File: config.mk
export PLATFORM = sky130hd
export DESIGN_NAME = crcu_engine
export DESIGN_NICKNAME = d
export VERILOG_FILES = /design/src/crcu_pkg.sv /design/src/crcu_engine.sv
export SDC_FILE = /design/constraint.sdc
export NUM_CORES = 1
export LEC_CHECK = 0
export ABC_AREA = 1
export BUFFER_PORTS_ARGS = -buffer_cell sky130_fd_sc_hd__clkbuf_2
export CORE_MARGIN = 4
export CORE_UTILIZATION = 45
export CTS_CLUSTER_DIAMETER = 80
export CTS_CLUSTER_SIZE = 14
export DETAILED_ROUTE_END_ITERATION = 8
export SLEW_MARGIN = 10
export SYNTH_ARGS = -nofsm -noshare
export SYNTH_HDL_FRONTEND = slang
export SYNTH_SLANG_ARGS = --single-unit
File: constraint.sdc
create_clock -name sys_clk -period 5.1 [get_ports sys_clk]
set_input_delay 0.255 -clock sys_clk [delete_from_list [all_inputs] [get_ports sys_clk]]
set_output_delay 0.255 -clock sys_clk [all_outputs]
set_load 0.05 [all_outputs]
File: src/crcu_pkg.sv
package crcu_pkg;

    // ************************************************************
    // Register addresses
    // ************************************************************
    localparam logic [7:0]  CRCU_ADDR_CTRL    = 8'h84;
    localparam logic [7:0]  CRCU_ADDR_INPUT   = 8'h85;
    localparam logic [7:0]  CRCU_ADDR_WINDOW  = 8'h86;
    localparam logic [7:0]  CRCU_ADDR_AUTO    = 8'h87;
    localparam logic [7:0]  CRCU_ADDR_COUNT   = 8'h88;
    localparam logic [7:0]  CRCU_ADDR_FLIP    = 8'h89;

    // ************************************************************
    // Control and auto register fields
    // ************************************************************
    localparam int          CRCU_CTRL_PTR_BIT   = 0;
    localparam int          CRCU_CTRL_VAL_BIT   = 2;
    localparam int          CRCU_CTRL_INIT_BIT  = 3;
    localparam int          CRCU_AUTO_EN_BIT    = 7;

    // ************************************************************
    // Algorithm constants and reset values
    // ************************************************************
    localparam logic [15:0] CRCU_POLY          = 16'h1021;
    localparam logic [15:0] CRCU_PRESET_ZERO   = 16'h0000;
    localparam logic [15:0] CRCU_PRESET_ONES   = 16'hFFFF;
    localparam logic [7:0]  CRCU_BYTE_RESET    = 8'h00;
    localparam logic [15:0] CRCU_RESULT_RESET  = 16'h0000;
    localparam int          CRCU_BLOCK_BYTES   = 256;

    typedef enum logic [1:0] {
        CRCU_IDLE  = 2'b00,
        CRCU_FETCH = 2'b01,
        CRCU_FOLD  = 2'b10
    } crcu_state_type;

    typedef struct packed {
        logic       wr;
        logic       rd;
        logic [7:0] addr;
        logic [7:0] wdata;
    } crcu_bus_type;

    typedef struct packed {
        crcu_state_type state;
        logic [15:0]    result;
        logic           ptr;
        logic           val_sel;
        logic           auto_en;
        logic [6:0]     page;
        logic [7:0]     count;
        logic [7:0]     byte_idx;
        logic [7:0]     last_in;
        logic [7:0]     flip;
        logic [7:0]     rdata;
        logic           stall;
        logic [15:0]    flash_addr;
        logic           flash_rd;
    } crcu_regs_type;

    // Fold one byte into a CRC value, MSB first
    function automatic logic [15:0] crcu_fold(input logic [15:0] crc, input logic [7:0] data);
        logic [15:0] c;
        c = crc ^ {data, 8'h00};
        for (int i = 0; i < 8; i++) begin
            if (c[15]) begin
                c = {c[14:0], 1'b0} ^ CRCU_POLY;
            end else begin
                c = {c[14:0], 1'b0};
            end
        end
        return c;
    endfunction : crcu_fold

endpackage : crcu_pkg

File: src/crcu_engine.sv
// What this block does
// - CRC is 16 bits with fixed generator polynomial 0x1021.
// - Each input byte is XORed into the top eight result bits first.
// - Eight steps: shift left, XOR polynomial when old top bit set.
// - Preset select: 0 gives 0x0000, 1 gives 0xFFFF.
// - Writing 1 to init strobe loads the selected preset.
// - Every input byte write made with clock enable high outside an auto run folds into the result immediately.
// - With auto enable set and a nonzero block count, any control write starts the auto run.
// - CPU stalls during the auto run and resumes when it ends.
// - Byte pointer picks result byte for window access, advances after each.
// - Result holds until re-initialised, overwritten or fed new bytes.
`timescale 1ns/1ps
`default_nettype none

module crcu_engine
    import crcu_pkg::*;
(
    input  wire logic         sys_clk,
    input  wire logic         rst_n,
    input  wire logic         clk_en,
    input  wire crcu_bus_type bus,
    output logic [7:0]        rdata,
    output logic              cpu_stall,
    output logic [15:0]       flash_addr,
    output logic              flash_rd,
    input  wire logic [7:0]   flash_data
);

    crcu_regs_type r;
    crcu_regs_type next_r;

    logic wr_ctrl;
    logic wr_in;
    logic wr_win;
    logic rd_win;

    always_comb begin
        wr_ctrl = bus.wr && (bus.addr == CRCU_ADDR_CTRL);
        wr_in   = bus.wr && (bus.addr == CRCU_ADDR_INPUT);
        wr_win  = bus.wr && (bus.addr == CRCU_ADDR_WINDOW);
        rd_win  = bus.rd && (bus.addr == CRCU_ADDR_WINDOW);
    end

    // ************************************************************
    // Next-state logic
    // ************************************************************
    always_comb begin
        next_r          = r;
        next_r.flash_rd = 1'b0;
        // Register writes are ignored while stalled; the CPU cannot issue them anyway
        if (r.state == CRCU_IDLE) begin
            if (wr_ctrl) begin
                next_r.ptr     = bus.wdata[CRCU_CTRL_PTR_BIT];
                next_r.val_sel = bus.wdata[CRCU_CTRL_VAL_BIT];
                if (bus.wdata[CRCU_CTRL_INIT_BIT]) begin
                    next_r.result = bus.wdata[CRCU_CTRL_VAL_BIT] ? CRCU_PRESET_ONES
                                                                 : CRCU_PRESET_ZERO;
                end
                if (r.auto_en && (r.count != 8'h00)) begin
                    next_r.state      = CRCU_FETCH;
                    next_r.stall      = 1'b1;
                    next_r.byte_idx   = 8'h00;
                    next_r.flash_addr = {1'b0, r.page, 8'h00};
                    next_r.flash_rd   = 1'b1;
                end
            end
            if (wr_in) begin
                next_r.last_in = bus.wdata;
                next_r.result  = crcu_fold(r.result, bus.wdata);
            end
            if (wr_win) begin
                if (r.ptr) begin
                    next_r.result[15:8] = bus.wdata;
                end else begin
                    next_r.result[7:0] = bus.wdata;
                end
            end
            if (wr_win || rd_win) begin
                next_r.ptr = ~r.ptr;
            end
            if (bus.wr && (bus.addr == CRCU_ADDR_AUTO)) begin
                next_r.auto_en = bus.wdata[CRCU_AUTO_EN_BIT];
                next_r.page    = bus.wdata[6:0];
            end
            if (bus.wr && (bus.addr == CRCU_ADDR_COUNT)) begin
                next_r.count = bus.wdata;
            end
            if (bus.wr && (bus.addr == CRCU_ADDR_FLIP)) begin
                next_r.flip = {<<{bus.wdata}};
            end
            if (bus.rd) begin
                case (bus.addr)
                    CRCU_ADDR_CTRL:   next_r.rdata = {4'h0, 1'b0, r.val_sel, 1'b0, r.ptr};
                    CRCU_ADDR_INPUT:  next_r.rdata = r.last_in;
                    CRCU_ADDR_WINDOW: next_r.rdata = r.ptr ? r.result[15:8] : r.result[7:0];
                    CRCU_ADDR_AUTO:   next_r.rdata = {r.auto_en, r.page};
                    CRCU_ADDR_COUNT:  next_r.rdata = r.count;
                    CRCU_ADDR_FLIP:   next_r.rdata = r.flip;
                    default:          next_r.rdata = 8'h00;
                endcase
            end
        end
        case (r.state)
            CRCU_IDLE: begin
            end
            CRCU_FETCH: begin
                // Flash answers one cycle after the read strobe
                next_r.state = CRCU_FOLD;
            end
            CRCU_FOLD: begin
                next_r.result = crcu_fold(r.result, flash_data);
                if (r.byte_idx == 8'(CRCU_BLOCK_BYTES - 1)) begin
                    next_r.count = r.count - 8'h01;
                    next_r.page  = r.page + 7'h01;
                end
                if ((r.byte_idx == 8'(CRCU_BLOCK_BYTES - 1)) && (r.count == 8'h01)) begin
                    next_r.state = CRCU_IDLE;
                    next_r.stall = 1'b0;
                end else begin
                    next_r.state      = CRCU_FETCH;
                    next_r.byte_idx   = r.byte_idx + 8'h01;
                    next_r.flash_addr = r.flash_addr + 16'h0001;
                    next_r.flash_rd   = 1'b1;
                end
            end
            default: begin
                next_r.state = CRCU_IDLE;
                next_r.stall = 1'b0;
            end
        endcase
    end

    // ************************************************************
    // State register
    // ************************************************************
    always_ff @(posedge sys_clk or negedge rst_n) begin
        if (!rst_n) begin
            r <= '{state: CRCU_IDLE, result: CRCU_RESULT_RESET, ptr: 1'b0, val_sel: 1'b0,
                   auto_en: 1'b0, page: 7'h00, count: CRCU_BYTE_RESET, byte_idx: 8'h00,
                   last_in: CRCU_BYTE_RESET, flip: CRCU_BYTE_RESET, rdata: CRCU_BYTE_RESET,
                   stall: 1'b0, flash_addr: 16'h0000, flash_rd: 1'b0};
        end else if (clk_en) begin
            r <= next_r;
        end
    end

    always_comb begin
        rdata      = r.rdata;
        cpu_stall  = r.stall;
        flash_addr = r.flash_addr;
        flash_rd   = r.flash_rd;
    end
endmodule : crcu_engine

`default_nettype wire

==> results.toml, run 1 <==
[timing]
max_clock_freq_mhz = 376
period_needed_ns = 2.66
finalHoldWorstSlack_ns = 0.246
timing.clock.skew_ns = 0.00746
fin_crit_sh = 0.521
report.final.hold_viol_count = 0
finalMaxSlewViolations = 0
setup_repair_after_global_routing_missed_its_margin = "false"
worstMarginPinSlew_ns = 0.990
setup_viol = 0
worst_slew_margin_rel = 0.338
finalSetupTns_ns = 0
layout_setup_ws_ns = 2.44

[hold_path]
whs_path_depth = 4
worstHoldPathType = "input port to flop"
timing.hold.worst_endpoint = "rdata[7]"
worst_hold_startpoint = "bus[16]"

[synthesis]
synth.top_cells.by_count = "nand2_1 (244), inv_1 (119), nor2_1 (91)"
flip_flop_and_latch_count_after_synthesis = 86
synth_top_cell_area_share = 0.327
post-synth-top-area-cell = "dfrtp_1"
synthesis.area_sq_mm = 0.00659
synth_edf_count = 0
compound_cell_area_share_of_the_yosys_netlist = 0.175
postSynth.asyncResetShare = 1.00
postSynth.topFlopCell = "dfrtp_1"
yosys_warnings = 0
synth_cells = 989
synth-adder-area-share = 0.00949
post-synth-top-count-cell = "nand2_1"
area_contributors_post_synth = "dfrtp_1 (33%), nand2_1 (14%), inv_1 (6.8%)"
synth_fp_nets = 1023
dominant_combinational_cell_family_by_area_after_synthesis = "simple AND/OR/NAND/NOR gates"
synth_xor_xnor_area_share = 0.0479
synth-simple-area-share = 0.301
post_synth.cell_area_avg_sq_um = 6.66
synth.area.mux_share = 0.00912
synth_cell_types = 40
synth_sequential_area_ratio = 0.327

[setup_path]
worst-setup-path-type = "flop to flop"
end_kind = "flop"
critPathArrivalTime_ns = 2.89
r2r_setup_slack_ns = 2.44
r2r-start = "r[85]"
cp-start-kind = "flop"
worst-path-max-fanout = 18
r2r.worst_path.cells = 7
worstPathRequired_ns = 5.33
worst_r2r_endpoint = "r[63]"

[cts]
cts_sinks = 86
source_to_sink_clock_delay_at_the_later_pin_of_the_worst_skew_pair_ns = 0.35
postCtsSetupBuffers = 0
root_buffer = "clkbuf_16"
tritoncts = "done"
ctsLongestPathBuffers = 2
clk_transition_reported_paths_ns = 0.07
cts_buffers = 9
htreeDepth = 3

[cells_and_area]
finalInstanceArea_sq_mm = 0.00701
fin_nets = 1031
area_growth_pct = 6.46
diodes = 0
layout.cells.non_filler = 1182
drive_above_1_share = 0.115
utilization = 0.498

[job]
max_cap_viol_count = 0

[route]
route.final.wire_length_um = 19800
postRouteAntennaNets = 0
drt_drc_violations_left = 0
wl_per_cell_um = 16.7
routed_via_density = 5.38
iteration_count_of_the_initial_detailed_routing_pass = 7
detailedRoute.firstIterationViolations = 555
vias = 6364

[global_routing]
grt_max_degree = 54
grt_pass1_vias = 6015
globalRouteTotalUtil = 0.247
globalRoute.totalOverflow = 0
grt_pass1_wl_um = 31900
antenna_found_initial = 0

[power]
powerDensity_mw_per_mm2 = 506
post-layout-total-power_mw = 3.55
power.leakage_nw = 3.45
peakVddDrop_uv = 218

[floorplan]
design.portCount = 55
die_width_um = 129
dieHeight_um = 129
fp-row-count = 43
floorplan.die_area_sq_mm = 0.0166
fp.coreArea_sq_mm = 0.0141
initial_cell_density_of_the_core = 0.467

[place]
instance_area_at_placement_sq_mm = 0.00673
dpl_hpwl_um = 14500
dp_slack_ns = 2.35
buffer_ports.inserted = 54
post-place-cells = 1165
finalWeightedCongestion = 0.895

[run_status]
outcome = "complete, no violations"
==> worst max path at each step <==
stage	cells past startpoint	endpoint	start
finish	7	r[63]	r[85]
global route	8	r[61]	r[85]
CTS	7	r[63]	r[85]
detailed placement	8	r[42]	r[84]
global placement	8	rdata[2]	clk_en
floorplan	9	r[64]	r[42]
==> critical path, cell delays in order (launching register included) <==
cell     delay (ns)
dfrtp_1        0.37
inv_1          0.07
nor2_1         0.75
nand4_2        0.55
inv_2          0.44
o21ai_0        0.14
a21oi_1        0.13
o21ai_0        0.09
==> what timing repair did <==
action                                 4_1_cts  5_1_grt
endpoints found under the hold margin       33        0
gates resized for setup                      0        0
hold buffers                                 1        0
==> kinds of logic (layout without fill, tap and decap cells) <==
group           after synthesis  count (layout)
buf+inv                     189             202
mux                           6               6
simple gates                453             453
flops                        86              86
xor+xnor                     36              36
compound gates              214             214
fa+ha+maj                     5               5
==> registers in the layout (all words and copies together), names as in the netlist <==
register,flops
r,60
flash_addr,16
rdata,8
cpu_stall,1
flash_rd,1
==> cell usage in the layout, fill, tap and decap left out, types with 7 or more instances in the layout <==
| cell type | count |
|---|---|
| a21oi_1 | 73 |
| clkbuf_16 | 9 |
| clkbuf_2 | 53 |
| dfrtp_1 | 86 |
| inv_1 | 119 |
| inv_2 | 7 |
| nand2_1 | 244 |
| nand3_1 | 70 |
| nor2_1 | 91 |
| nor2_2 | 7 |
| nor3_1 | 10 |
| o211ai_1 | 11 |
| o21ai_0 | 83 |
| o21ai_1 | 19 |
| o22ai_1 | 10 |
| xnor2_1 | 21 |
| xor2_1 | 15 |
==> power by group <==
part / total [mW] / internal, mW / switching [mW]
Combinational: 1.75 / 0.549 / 1.20
Clock: 0.638 / 0.333 / 0.305
Sequential: 1.16 / 0.875 / 0.289
Total: 3.55 / 1.76 / 1.79
==> final cells by class <==
type,instances,area (sq um)
fillers,1495,7080
multi-input cells,714,3580
flip-flops and latches,86,2150
inverters,128,482
repair buffers,58,305
clock buffers,10,229
well taps,180,225
clock inverters,6,45.0
==> metal layers <==
metal / vias to the layer above / wire [um] / global-route usage
li1: 3198 / - / -
met1: 2945 / 9000 / 0.337
met2: 191 / 9030 / 0.389
met3: 30 / 1250 / 0.0457
met4: 0 / 521 / 0.0933
met5: - / 0 / 0
(Power assumes the default switching activity.)
==> inputs of run 2 (changes only) <==
--- a/config.mk
+++ b/config.mk
@@ -12,6 +12,7 @@
 export CTS_CLUSTER_DIAMETER = 80
 export CTS_CLUSTER_SIZE = 14
 export DETAILED_ROUTE_END_ITERATION = 8
+export PLACE_DENSITY = 0.65
 export SLEW_MARGIN = 10
 export SYNTH_ARGS = -nofsm -noshare
 export SYNTH_HDL_FRONTEND = slang
==> constraint.sdc (replaced) <==
create_clock -name sys_clk -period 2.1 [get_ports sys_clk]
set_input_delay 0.105 -clock sys_clk [delete_from_list [all_inputs] [get_ports sys_clk]]
set_output_delay 0.105 -clock sys_clk [all_outputs]
set_load 0.05 [all_outputs]
==> results.toml, run 2 (synthesized netlist as in run 1, its figures left out) <==
[cells_and_area]
diodes = 0
area_growth_pct = 9.17
mostFrequentLayoutCell = "nand2_1"
most_flop_heavy_register = "r"
largest_register_ffs = 60
drive_above_1_share = 0.131
fin_nets = 1048
final_cell_mix = "nand2_1 (244), inv_1 (119), nor2_1 (90)"

[global_routing]
grt_pass1_vias = 5974
grt_max_degree = 40
globalRoute.totalOverflow = 0
grt_pass1_wl_um = 31400
globalRouteTotalUtil = 0.241
antenna_found_initial = 0

[place]
finalWeightedCongestion = 0.943
buffer_ports.inserted = 54
dp_slack_ns = 0.165
dpl_hpwl_um = 14500

[floorplan]
fp.coreArea_sq_mm = 0.0141
floorplan.die_area_sq_mm = 0.0166
die_width_um = 129
fp-row-count = 43
design.portCount = 55
initial_cell_density_of_the_core = 0.467
dieHeight_um = 129

[setup_path]
cp_cell_instances = "inv_1 -> ha_1 -> nand2_1 -> nor2_1 -> nor2_1 -> nand3_4 -> nand2_1 -> o21ai_0 -> nand3_1 -> o21ai_0"
worst-setup-path-type = "flop to flop"
critPathArrivalTime_ns = 2.16
r2r_setup_slack_ns = 0.16
kind_of_cell_with_the_highest_combined_delay_on_the_critical_path = "simple AND/OR/NAND/NOR gates"
worstPathRequired_ns = 2.32
critPathBufInv = 1
cp-start-kind = "flop"
worst-path-max-fanout = 13
critPathSlowestCell = "dfrtp_1"
crit_path_max_incr_delay_ns = 0.42
end_kind = "flop"

[job]
max_cap_viol_count = 0

[route]
detailedRoute.firstIterationViolations = 590
iteration_count_of_the_initial_detailed_routing_pass = 5
wl_per_cell_um = 16.4
postRouteAntennaNets = 0
drt_drc_violations_left = 0
route.final.wire_length_um = 19600
routed_via_density = 5.43
vias = 6508

[cts]
ctsLongestPathBuffers = 2
htreeDepth = 3
cts_sinks = 86
root_buffer = "clkbuf_16"
clk_transition_reported_paths_ns = 0.07
tritoncts = "done"
source_to_sink_clock_delay_at_the_later_pin_of_the_worst_skew_pair_ns = 0.36
cts_buffers = 9

[timing]
max_clock_freq_mhz = 516
fin_crit_sh = 0.923
finalMaxSlewViolations = 0
finalSetupTns_ns = 0
layout_setup_ws_ns = 0.161
period_needed_ns = 1.94
setup_viol = 0
setup_repair_after_global_routing_missed_its_margin = "false"
timing.clock.skew_ns = 0.00616
report.final.hold_viol_count = 0
worstMarginPinSlew_ns = 0.510
worst_slew_margin_rel = 0.659

[power]
peakVddDrop_uv = 635
power.leakage_nw = 3.57
powerDensity_mw_per_mm2 = 1220

[run_status]
outcome = "complete, no violations"

[hold_path]
worstHoldPathType = "input port to flop"
-- run 2: where the power goes --
group	internal, mW	switching (mW)	total, mW
registers	2.13	0.673	2.80
clock network	0.958	0.723	1.68
logic	1.40	2.93	4.32
total	4.48	4.32	8.80
-- run 2: through the flow --
step | power (mW) | std cells | utilization | cell area (sq um) | hold WS (ns)
floorplan | 6.26 | 989 | - | 6590 | -0.191
global placement | 7.07 | 1182 | 0.488 | 6870 | 0.0291
detailed placement | 7.09 | 1182 | 0.488 | 6870 | 0.0300
CTS | 8.82 | 1199 | 0.510 | 7180 | 0.0876
global route | 9.47 | 1199 | 0.510 | 7190 | 0.117
finish | 8.80 | 1199 | 0.510 | 7190 | 0.0928
-- run 2: tightest hold or removal path, stage by stage --
cell and delay, ns:
clkbuf_2 0.09, nand2_1 0.08, nand2_1 0.07, nand2_1 0.06
-- run 2: cell type report --
class                   instances  area [sq um]
inverters                     128           484
repair buffers                 75           445
fillers                      1475          6900
well taps                     180           225
flip-flops and latches         86          2150
clock inverters                 5          57.6
multi-input cells             714          3590
clock buffers                  11           243
-- run 2: path summary, 6_finish.rpt --
path	startpoint	end	cells past startpoint
setup / recovery	r[50]	flash_addr[15]	10
hold / removal	bus[16]	rdata[7]	4
setup reg to reg	r[50]	flash_addr[15]	10
hold reg to reg	r[38]	r[38]	2
max in group asynchronous	rst_n	r[49]	3
min in group asynchronous	rst_n	r[59]	2
-- run 2: metal layers --
metal,track usage,part of all wire,vias up
li1,-,-,3212
met3,0.0465,0.058,43
met4,0.105,0.036,0
met2,0.371,0.45,209
met5,0,0,-
met1,0.330,0.46,3044
-- run 2: timing repair --
item,in CTS,in global routing
setup endpoints to repair,0,7
gates resized for setup,0,2
hold endpoints to repair,61,0
setup buffers,0,0
hold buffers,1,0
==> inputs of run 3 (changes only) <==
--- a/config.mk
+++ b/config.mk
@@ -12,7 +12,7 @@
 export CTS_CLUSTER_DIAMETER = 80
 export CTS_CLUSTER_SIZE = 14
 export DETAILED_ROUTE_END_ITERATION = 8
-export PLACE_DENSITY = 0.65
+export PLACE_DENSITY = 0.64
 export SLEW_MARGIN = 10
 export SYNTH_ARGS = -nofsm -noshare
 export SYNTH_HDL_FRONTEND = slang
==> results.toml, run 3 (synthesized netlist as in run 1, its figures left out) <==
[run_status]
outcome = "complete, no violations"

[cts]
root_buffer = "clkbuf_16"
source_to_sink_clock_delay_at_the_later_pin_of_the_worst_skew_pair_ns = 0.35
htreeDepth = 3
cts_buffers = 9
cts_sinks = 86
ctsLongestPathBuffers = 2
tritoncts = "done"
clk_transition_reported_paths_ns = 0.07
postCtsSetupBuffers = 0

[timing]
setup_viol = 0
finalSetupTns_ns = 0
period_needed_ns = 1.91
setup_repair_after_global_routing_missed_its_margin = "false"
worst_slew_margin_rel = 0.665
finalMaxSlewViolations = 0
report.final.hold_viol_count = 0
fin_crit_sh = 0.909
timing.clock.skew_ns = 0.00983
worstMarginPinSlew_ns = 0.502
max_clock_freq_mhz = 524
layout_setup_ws_ns = 0.191

[global_routing]
globalRoute.totalOverflow = 0
grt_pass1_wl_um = 30900
grt_max_degree = 87
globalRouteTotalUtil = 0.238
grt_pass1_vias = 5866
antenna_found_initial = 0

[floorplan]
die_width_um = 129
floorplan.die_area_sq_mm = 0.0166
initial_cell_density_of_the_core = 0.467
fp.coreArea_sq_mm = 0.0141
design.portCount = 55
dieHeight_um = 129
fp-row-count = 43

[power]
peakVddDrop_uv = 570
post-layout-total-power_mw = 8.69
powerDensity_mw_per_mm2 = 1200
power.leakage_nw = 3.57

[cells_and_area]
most_flop_heavy_register = "r"
fin_nets = 1052
drive_above_1_share = 0.135
area_growth_pct = 9.65
layout.cells.non_filler = 1203
largest_register_ffs = 60
mostFrequentLayoutCell = "nand2_1"
finalInstanceArea_sq_mm = 0.00722
diodes = 0
final_cell_mix = "nand2_1 (244), inv_1 (119), nor2_1 (89)"

[route]
iteration_count_of_the_initial_detailed_routing_pass = 5
detailedRoute.firstIterationViolations = 588
drt_drc_violations_left = 0
route.final.wire_length_um = 19300
wl_per_cell_um = 16.0
postRouteAntennaNets = 0
vias = 6439
routed_via_density = 5.35

[place]
finalWeightedCongestion = 0.875
dp_slack_ns = 0.0709
buffer_ports.inserted = 54
dpl_hpwl_um = 14400
post-place-cells = 1186
instance_area_at_placement_sq_mm = 0.00690

[setup_path]
worst-path-max-fanout = 14
worstPathRequired_ns = 2.38
end_kind = "flop"
cp-start-kind = "flop"
worst-setup-path-type = "flop to flop"
critPathArrivalTime_ns = 2.19

[hold_path]
worstHoldPathType = "input port to flop"

[job]
max_cap_viol_count = 0
==> run 3: cell type report <==
class | count | area, sq um
well taps | 180 | 225
clock inverters | 5 | 42.5
multi-input cells | 714 | 3600
inverters | 128 | 484
clock buffers | 11 | 243
repair buffers | 79 | 475
flip-flops and latches | 86 | 2150
fillers | 1468 | 6870
==> run 3: power by group <==
group          internal (mW)  leakage, nW  switching, mW
combinational           1.39         2.35           2.90
sequential              2.12         1.08          0.682
clock                  0.851        0.142          0.745
total                   4.37         3.57           4.33
==> run 3: routing by layer <==
| layer | share of wire | wire, um | GRT usage | vias up |
|---|---|---|---|---|
| li1 | - | - | - | 3244 |
| met1 | 0.46 | 8800 | 0.329 | 2964 |
| met2 | 0.46 | 8800 | 0.379 | 201 |
| met3 | 0.061 | 1180 | 0.0299 | 30 |
| met4 | 0.027 | 518 | 0.0920 | 0 |
| met5 | 0 | 0 | 0 | - |
==> run 3: repair_timing <==
action,CTS,global route
endpoints found under the hold margin,86,0
resized for setup,0,5
hold buffers,1,0
setup endpoints to repair,0,16
==> run 3: path summary, 6_finish.rpt <==
kind / start / to / slack [ns] / cells past startpoint
max: r[42] / r[47] / 0.19 / 11
min: bus[16] / rdata[7] / 0.08 / 4
max in group asynchronous: rst_n / r[54] / 1.38 / 3
min in group asynchronous: rst_n / r[55] / 0.32 / 3
min reg2reg: rdata[7] / rdata[7] / 0.49 / 2
max reg2reg: r[42] / r[47] / 0.19 / 11
==> run 3: through the flow <==
stage,util,hold WS (ns)
2_1_floorplan,-,-0.191
3_3_place_gp,0.490,0.191
3_5_place_dp,0.490,0.191
4_1_cts,0.511,0.0728
5_1_grt,0.513,0.123
6_report,0.513,0.0797
==> run 3: worst max-delay path, cell delays in order (launching register included) <==
cell and delay, ns:
dfrtp_1 0.41, ha_1 0.24, nand3_2 0.12, nor2_4 0.05, nand2_1 0.08, nor2_2 0.04, nand2_1 0.05, nand2_1 0.07
inv_2 0.22, nand2_8 0.13, or2_2 0.30, a21oi_1 0.14
